**src/common/sltr_pkg.sv**
```systemverilog
package sltr_pkg;

    // ---------------------------------------------------------------
    // Geometry
    // ---------------------------------------------------------------
    localparam int unsigned QUAD_COUNT     = 12;
    localparam int unsigned LANES_PER_QUAD = 4;
    localparam int unsigned ADDR_W         = 8;
    localparam int unsigned DATA_W         = 32;

    // ---------------------------------------------------------------
    // Register map: byte address = quad number * 16 + register offset * 4
    // ---------------------------------------------------------------
    localparam logic [1:0] OFF_XCVR_CTL   = 2'h0; // transceiver_control
    localparam logic [1:0] OFF_TX_UPPER   = 2'h1; // tx_driver_level_upper
    localparam logic [1:0] OFF_RX_EQ      = 2'h2; // rx_equalization_lane_ctl
    localparam logic [3:0] QUAD_GAP_FIRST = 4'ha; // quads 10, 11 absent
    localparam logic [3:0] QUAD_GAP_LAST  = 4'hb;
    localparam logic [3:0] QUAD_LAST      = 4'hd;

    // ---------------------------------------------------------------
    // Field positions
    // ---------------------------------------------------------------
    localparam int unsigned LANE_SEL_LSB   = 0;  // lane_select [3:0]
    localparam int unsigned FINE_DE_LSB    = 21; // [23:21]
    localparam int unsigned LS_G1_LSB      = 24; // [27:24]
    localparam int unsigned LS_G2_LSB      = 28; // [31:28]
    localparam int unsigned EQ_ZERO_LSB    = 0;  // [2:0]
    localparam int unsigned EQ_BOOST_LSB   = 3;  // [5:3]

    // ---------------------------------------------------------------
    // Reset values
    // ---------------------------------------------------------------
    localparam logic [3:0] LANE_SEL_RST = 4'hf;
    localparam logic [2:0] FINE_DE_RST  = 3'h2;
    localparam logic [3:0] LS_G1_RST    = 4'h9;
    localparam logic [3:0] LS_G2_RST    = 4'h8;
    localparam logic [2:0] EQ_ZERO_RST  = 3'h1;
    localparam logic [2:0] EQ_BOOST_RST = 3'h7;

    // Stored tuning of one lane
    typedef struct packed {
        logic [3:0] lowSwingG2;
        logic [3:0] lowSwingG1;
        logic [2:0] fineDeemph6dbG2;
        logic [2:0] eqBoost;
        logic [2:0] eqZero;
    } sltr_store_t;

    // Effective settings handed to one lane's analog front end
    typedef struct packed {
        logic       fineDeemphValid;
        logic [2:0] fineDeemph;
        logic       lowSwingValid;
        logic [3:0] lowSwingLevel;
        logic       eqEnable;
        logic [2:0] eqZero;
        logic [2:0] eqBoost;
    } sltr_lane_t;

endpackage

```
**src/core/sltr_lane_tuning_regs.sv**
```systemverilog
// Decided for this implementation: the register addresses and the plain strobed port.
`timescale 1ns/10ps
`default_nettype none

module sltr_lane_tuning_regs
    import sltr_pkg::*;
#(
    parameter int unsigned QUADS = QUAD_COUNT,
    parameter int unsigned LANES = LANES_PER_QUAD
) (
    // Clock and resets
    input  wire logic                          clk,
    input  wire logic                          rst,
    input  wire logic                          stickyRst,
    // Register port
    input  wire logic [ADDR_W-1:0]             regAddr,
    input  wire logic [DATA_W-1:0]             regWrData,
    input  wire logic                          regWrite,
    input  wire logic                          regRead,
    output logic      [DATA_W-1:0]             regRdData,
    // Per-quad port state
    input  wire logic [QUADS-1:0]              lowSwingEnable,
    input  wire logic [QUADS-1:0]              gen2Rate,
    input  wire logic [QUADS-1:0]              deemphasisSelect,
    // Per-lane effective tuning
    output sltr_lane_t [QUADS*LANES-1:0]       laneTuning
);

    localparam int unsigned TOTAL = QUADS * LANES;

    // ---------------------------------------------------------------
    // Helpers
    // ---------------------------------------------------------------

    // Quad number to storage slot; quads 10 and 11 do not exist
    function automatic logic [3:0] quadSlot(input logic [3:0] q);
        if (q > QUAD_GAP_LAST) begin
            return 4'(q - 4'h2);
        end
        return q;
    endfunction

    // A quad number that has registers behind it
    function automatic logic quadExists(input logic [3:0] q);
        return (q < QUAD_GAP_FIRST)
            || ((q > QUAD_GAP_LAST) && (q <= QUAD_LAST));
    endfunction

    // Lowest lane set in a lane-select mask, zero when empty
    function automatic logic [1:0] firstLane(input logic [3:0] mask);
        logic [1:0] pick;
        pick = 2'h0;
        for (int i = LANES - 1; i >= 0; i--) begin
            if (mask[i]) begin
                pick = 2'(i);
            end
        end
        return pick;
    endfunction

    // ---------------------------------------------------------------
    // Address decode
    // ---------------------------------------------------------------
    logic [3:0]  quadNum;
    logic [1:0]  regOff;
    logic        hit;
    logic [3:0]  slot;

    assign quadNum = regAddr[7:4];
    assign regOff  = regAddr[3:2];
    assign hit     = quadExists(quadNum) && (regAddr[1:0] == 2'h0);
    assign slot    = quadSlot(quadNum);

    // ---------------------------------------------------------------
    // Storage
    // ---------------------------------------------------------------
    logic [3:0]   lane_select_reg [QUADS];
    sltr_store_t  tune_reg    [TOTAL];

    // Lane select is ordinary control state, set to all lanes (4'hf) by plain reset
    always_ff @(posedge clk) begin
        if (rst) begin
            for (int q = 0; q < QUADS; q++) begin
                lane_select_reg[q] <= LANE_SEL_RST;
            end
        end else if (regWrite && hit && regOff == OFF_XCVR_CTL) begin
            lane_select_reg[slot] <= regWrData[LANE_SEL_LSB +: 4];
        end
    end

    // Tuning fields: only the sticky reset touches them, so a link or
    // hot reset keeps whatever software trimmed in
    always_ff @(posedge clk) begin
        if (stickyRst) begin
            for (int l = 0; l < TOTAL; l++) begin
                tune_reg[l].fineDeemph6dbG2 <= FINE_DE_RST;
                tune_reg[l].lowSwingG1      <= LS_G1_RST;
                tune_reg[l].lowSwingG2      <= LS_G2_RST;
                tune_reg[l].eqZero          <= EQ_ZERO_RST;
                tune_reg[l].eqBoost         <= EQ_BOOST_RST;
            end
        end else if (regWrite && hit) begin
            for (int k = 0; k < LANES; k++) begin
                if (lane_select_reg[slot][k]) begin
                    if (regOff == OFF_TX_UPPER) begin
                        tune_reg[slot*LANES+k].fineDeemph6dbG2 <=
                            regWrData[FINE_DE_LSB +: 3];
                        tune_reg[slot*LANES+k].lowSwingG1 <=
                            regWrData[LS_G1_LSB +: 4];
                        tune_reg[slot*LANES+k].lowSwingG2 <=
                            regWrData[LS_G2_LSB +: 4];
                    end else if (regOff == OFF_RX_EQ) begin
                        tune_reg[slot*LANES+k].eqZero <=
                            regWrData[EQ_ZERO_LSB +: 3];
                        tune_reg[slot*LANES+k].eqBoost <=
                            regWrData[EQ_BOOST_LSB +: 3];
                    end
                end
            end
        end
    end

    // ---------------------------------------------------------------
    // Read path
    // ---------------------------------------------------------------
    sltr_store_t  readLane;
    logic [31:0]  readWord;

    // Selected lane view; a multi-lane mask shows its lowest lane
    assign readLane =
        tune_reg[slot*LANES + 32'(firstLane(lane_select_reg[slot]))];

    // Unmapped addresses and reserved bits read as zero
    always_comb begin
        readWord = 32'h0;
        if (hit) begin
            case (regOff)
                OFF_XCVR_CTL: begin
                    readWord[LANE_SEL_LSB +: 4] = lane_select_reg[slot];
                end
                OFF_TX_UPPER: begin
                    readWord[FINE_DE_LSB +: 3] = readLane.fineDeemph6dbG2;
                    readWord[LS_G1_LSB +: 4]   = readLane.lowSwingG1;
                    readWord[LS_G2_LSB +: 4]   = readLane.lowSwingG2;
                end
                OFF_RX_EQ: begin
                    readWord[EQ_ZERO_LSB +: 3]  = readLane.eqZero;
                    readWord[EQ_BOOST_LSB +: 3] = readLane.eqBoost;
                end
                default: begin
                    readWord = 32'h0;
                end
            endcase
        end
    end

    // Data stands for the cycle after the strobe only
    always_ff @(posedge clk) begin
        if (rst) begin
            regRdData <= 32'h0;
        end else if (regRead) begin
            regRdData <= readWord;
        end else begin
            regRdData <= 32'h0;
        end
    end

    // ---------------------------------------------------------------
    // Effective lane settings
    // ---------------------------------------------------------------
    sltr_lane_t laneNext [TOTAL];

    // Mode steering per lane; codes not in use are driven as zero so the
    // front end never acts on a stale value
    always_comb begin
        for (int l = 0; l < TOTAL; l++) begin
            laneNext[l] = '0;
            // Low swing turns de-emphasis off entirely
            laneNext[l].fineDeemphValid = !lowSwingEnable[l/LANES]
                && gen2Rate[l/LANES] && deemphasisSelect[l/LANES];
            if (laneNext[l].fineDeemphValid) begin
                laneNext[l].fineDeemph = tune_reg[l].fineDeemph6dbG2;
            end
            laneNext[l].lowSwingValid = lowSwingEnable[l/LANES];
            if (lowSwingEnable[l/LANES]) begin
                laneNext[l].lowSwingLevel = gen2Rate[l/LANES]
                    ? tune_reg[l].lowSwingG2
                    : tune_reg[l].lowSwingG1;
            end
            laneNext[l].eqZero   = tune_reg[l].eqZero;
            laneNext[l].eqBoost  = tune_reg[l].eqBoost;
            laneNext[l].eqEnable = (tune_reg[l].eqZero != 3'h0)
                || (tune_reg[l].eqBoost != 3'h0);
        end
    end

    // Registered hand-off to the lanes
    always_ff @(posedge clk) begin
        if (rst) begin
            laneTuning <= '0;
        end else begin
            for (int l = 0; l < TOTAL; l++) begin
                laneTuning[l] <= laneNext[l];
            end
        end
    end

endmodule

`default_nettype wire

```
**config.mk**
```make
export PLATFORM = sky130hd
export DESIGN_NAME = sltr_lane_tuning_regs
export DESIGN_NICKNAME = d
export VERILOG_FILES = /design/src/common/sltr_pkg.sv /design/src/core/sltr_lane_tuning_regs.sv
export SDC_FILE = /design/constraint.sdc
export NUM_CORES = 2
export LEC_CHECK = 0
export BUFFER_PORTS_ARGS = -buffer_cell sky130_fd_sc_hd__buf_2
export CAP_MARGIN = 0
export CORE_ASPECT_RATIO = 0.75
export CORE_MARGIN = 4
export CORE_UTILIZATION = 45
export DETAILED_ROUTE_END_ITERATION = 16
export SYNTH_ARGS = -nofsm -noshare
export SYNTH_HDL_FRONTEND = slang
export SYNTH_SLANG_ARGS = --single-unit
```
**constraint.sdc**
```tcl
create_clock -name clk -period 11.7 [get_ports clk]
set_input_delay 0 -clock clk [delete_from_list [all_inputs] [get_ports clk]]
set_output_delay 0 -clock clk [all_outputs]
set_load 0.02 [all_outputs]
```
==> summary.md <==
| Metric | Value |
|---|---|
| Status | complete, no violations |
| Critical Path Fanout Max | 99 |
| Crit share post-route | 60.6% |
| Tmin final | 7.08 ns |
| Total track usage | 30.2% |
| Largest area contributor in the netlist | edfxtp_1 |
| Seq. cell area | 48,800 um2 |
| CTS HTree Levels | 4 |
| Unrepaired setup endpoints after global routing | false |
| Synthesized area | 73,600 um2 |
| Final nets | 7,172 |
| Setup violators final | 0 |
| Post-cts gate resize count | 0 |
| Top-Level Pins | 881 |
| Synth area leaders | edfxtp_1, dfxtp_1, nand2_1 |
| Slew @ Worst Pin | 1.29 ns |
| Total Neg Setup Slack | 0 ns |
| Post-synth EDFFs | 1,150 |
| Leakage power | 35.1 nW |
| Area of the multi-input gates | 22,700 um2 |
| Die Area | 170,000 um2 |
| CTS tree | yes |
| Vias in the first global route | 51,300 |
| Skew final | 0.0361 ns |
| Setup bufs post-CTS | 0 |
| Worst hold path type | input pin to flop |
| Syn avg cell area | 11.6 um2 |
| Global-route wire length before repair | 372,000 um |
| Synth Instances | 6,362 |
| Layout cells sized above 1 | 19.1% |
| Post-synthesis async set-or-reset flop share | 0% |
| Final HPWL DP | 177,000 um |
| Setup CP Type | input pin to flop |
| DRT Pass-1 Iters | 6 |
| Worst path required time | 12.47 ns |
| # port buffers | 850 |
| DRC | 0 |
| Unique masters post-synth | 83 |
| Vias | 54,300 |
| CTS Sinks | 1,863 |
| Slew HR | 13.6% |
| Skew-Pair Late Insertion Delay | 0.84 ns |
| CTS Buffer Depth | 3 |
| Fillers | 14,200 |
| Number of buffers created by CTS | 180 |
| Max reg flops | 1,086 |
| Final Hold Fails | 0 |
| Max-cap check violation count | 0 |
| Root Buffer | clkbuf_16 |
| GPL Wtd Cong | 0.949 |
| Area Growth Syn to Fin | 17.4% |
| Remaining global-route overflow | 0 |
| DR WL/cell | 28.3 um |
| Die W | 475 um |
| Post-synth top flop | edfxtp_1 |
| Power density over the cells | 175 nW/um2 |
| Core area | 162,000 um2 |
| Ys Warns | 0 |
| Max Fclk | 141 MHz |
| DRT Wirelength | 266,000 um |
| Initial Util | 45.3% |
| Yosys top cell area share | 46.9% |
| DRT antenna net count | 0 |
| Arrival @ worst endpoint | 7.85 ns |
| Initial antenna violation count | 13 |
| DIE HEIGHT | 358 um |
| Max-slew violations | 0 |
| Number of synthesized register bits | 1,863 |
| Crit end category | flop |
| Final Core Density | 53.2% |
| Pin count of the biggest net entering global routing | 143 |
| Vias per std cell | 5.78 |
| Clk slew on worst S/H paths | 0.06 ns |
| Row cnt | 128 |
| Sequential area share after synthesis | 66.3% |
| Startpoint class of the critical path | input pin |
| Worst vdd ir | 0.184 mV |
| Initial DRC count | 6,948 |
worst paths after layout:
check	from	end	slack (ns)	cells past startpoint
worst min-delay path	regAddr[0]	regRdData[24]	0.13	7
worst max register to register	lane_select_reg[15][2]	regRdData[3]	5.68	15
worst min register to register	tune_reg[16][6]	laneTuning[268]	0.47	1
worst max-delay path	regAddr[6]	regRdData[3]	4.62	20
logic make-up (layout without fill, tap and decap cells):
logic type      count (synthesis)  in the layout  share of synthesized area, %
fa+ha+maj                       1              1                        0.0170
other cells                     1            162                       0.00510
mux                           317            317                          4.61
buf+inv                       652           1382                          3.96
flops                        1863           1863                          66.3
compound gates                655            655                          6.06
simple gates                 2873           2873                          19.0
per-layer routing:
| layer | global-route usage [%] | vias to the layer above | share of wire (%) |
|---|---|---|---|
| li1 | - | 23700 | - |
| met1 | 43.7 | 27000 | 42 |
| met2 | 45.2 | 3155 | 44 |
| met3 | 6.88 | 440 | 11 |
| met4 | 9.82 | 8 | 3.5 |
| met5 | 0 | - | 0.019 |
cell type report:
type                    count  share of cell area, %
multi-input cells        4003                   26.3
inverters                  19                 0.0826
flip-flops and latches   1863                   56.5
clock buffers             269                   6.42
clock inverters            71                  0.788
well taps                2145                   3.11
repair buffers           1023                   6.79
diodes                      5                 0.0145
power by group:
part	leakage (nW)	internal (mW)	total (mW)	switching [mW]
logic	15.1	0.447	1.74	1.29
registers	16.9	7.17	7.28	0.108
clock network	3.09	3.45	6.08	2.63
critical path: stages:
cell and delay, ns:
dlygate4sd3_1 0.63, buf_2 0.29, nand3b_1 0.20, nand2_2 0.55, buf_4 0.66, mux4_2 0.46, o2bb2ai_1 0.20, nor4_4 0.26
buf_4 0.49, a21oi_1 0.12, buf_4 0.22, nor2_4 0.13, buf_12 0.47, buf_4 0.59, nor3_1 0.10, nor3_1 1.04
nor4_1 0.30, and3_1 0.26, a31oi_1 0.14, dlygate4sd3_1 0.57
through the flow:
step / hold WS (ns) / total power, mW / setup slack (ns) / std cells / cell area, um2
2_1_floorplan: 0.0989 / 8.39 / 8.00 / 6518 / 74200
3_3_place_gp: 0.217 / 9.08 / 5.30 / 8985 / 79400
3_5_place_dp: 0.225 / 9.10 / 5.32 / 8985 / 79400
4_1_cts: 0.0715 / 15.1 / 5.14 / 9393 / 86300
5_1_grt: 0.0984 / 15.5 / 4.54 / 9394 / 86300
6_report: 0.133 / 15.1 / 4.62 / 9398 / 86400
cells in the final DEF (no fill, tap or decap), types with 15 or more instances in the layout:
| cell | Yosys | routed |
|---|---|---|
| clkbuf_1 | 414 | 39 |
| clkinv_2 | 0 | 29 |
| a31oi_1 | 134 | 133 |
| nor4_1 | 56 | 55 |
| and2_1 | 146 | 146 |
| nor2_1 | 461 | 441 |
| o22ai_1 | 43 | 43 |
| or3_1 | 196 | 196 |
| nand2_1 | 1073 | 1062 |
| a32oi_1 | 40 | 40 |
| dlygate4sd3_1 | 0 | 68 |
| mux2i_1 | 233 | 233 |
| buf_4 | 88 | 96 |
| clkbuf_16 | 0 | 200 |
| nand3_1 | 194 | 194 |
| clkbuf_8 | 0 | 28 |
| mux2_2 | 70 | 70 |
| o21ai_0 | 71 | 71 |
| inv_1 | 18 | 18 |
| conb_1 | 1 | 157 |
| nand2b_1 | 15 | 15 |
| and3_1 | 346 | 346 |
| a221oi_1 | 20 | 20 |
| dfxtp_1 | 713 | 713 |
| a21o_1 | 96 | 96 |
| buf_2 | 78 | 848 |
| nor2_4 | 1 | 20 |
| o221ai_1 | 32 | 32 |
| nand4_1 | 32 | 32 |
| a21oi_1 | 111 | 111 |
| nor2b_1 | 286 | 286 |
| edfxtp_1 | 1150 | 1150 |
| nor3_1 | 28 | 26 |
synthesized netlist by cell type (all sizes together), types with 13 or more instances:
cell type,count
nand2b,15
buf,219
nand2,1074
inv,18
nand3,194
nor3,29
and3,346
edfxtp,1150
a21oi,112
a221oi,20
o22ai,43
nor4,57
a211oi,13
mux2,74
dfxtp,713
nor2b,286
nand4,32
clkbuf,414
or3,196
and2,146
o21ai,79
o221ai,32
mux2i,233
nor2,463
a31oi,134
a32oi,40
a21o,96
timing repair:
action / 4_1_cts / 5_1_grt
setup endpoints to repair: 0 / 0
hold buffers: 68 / 0
endpoints found under the hold margin: 1013 / 0
No activity file was read; power rests on OpenSTA's default activity.
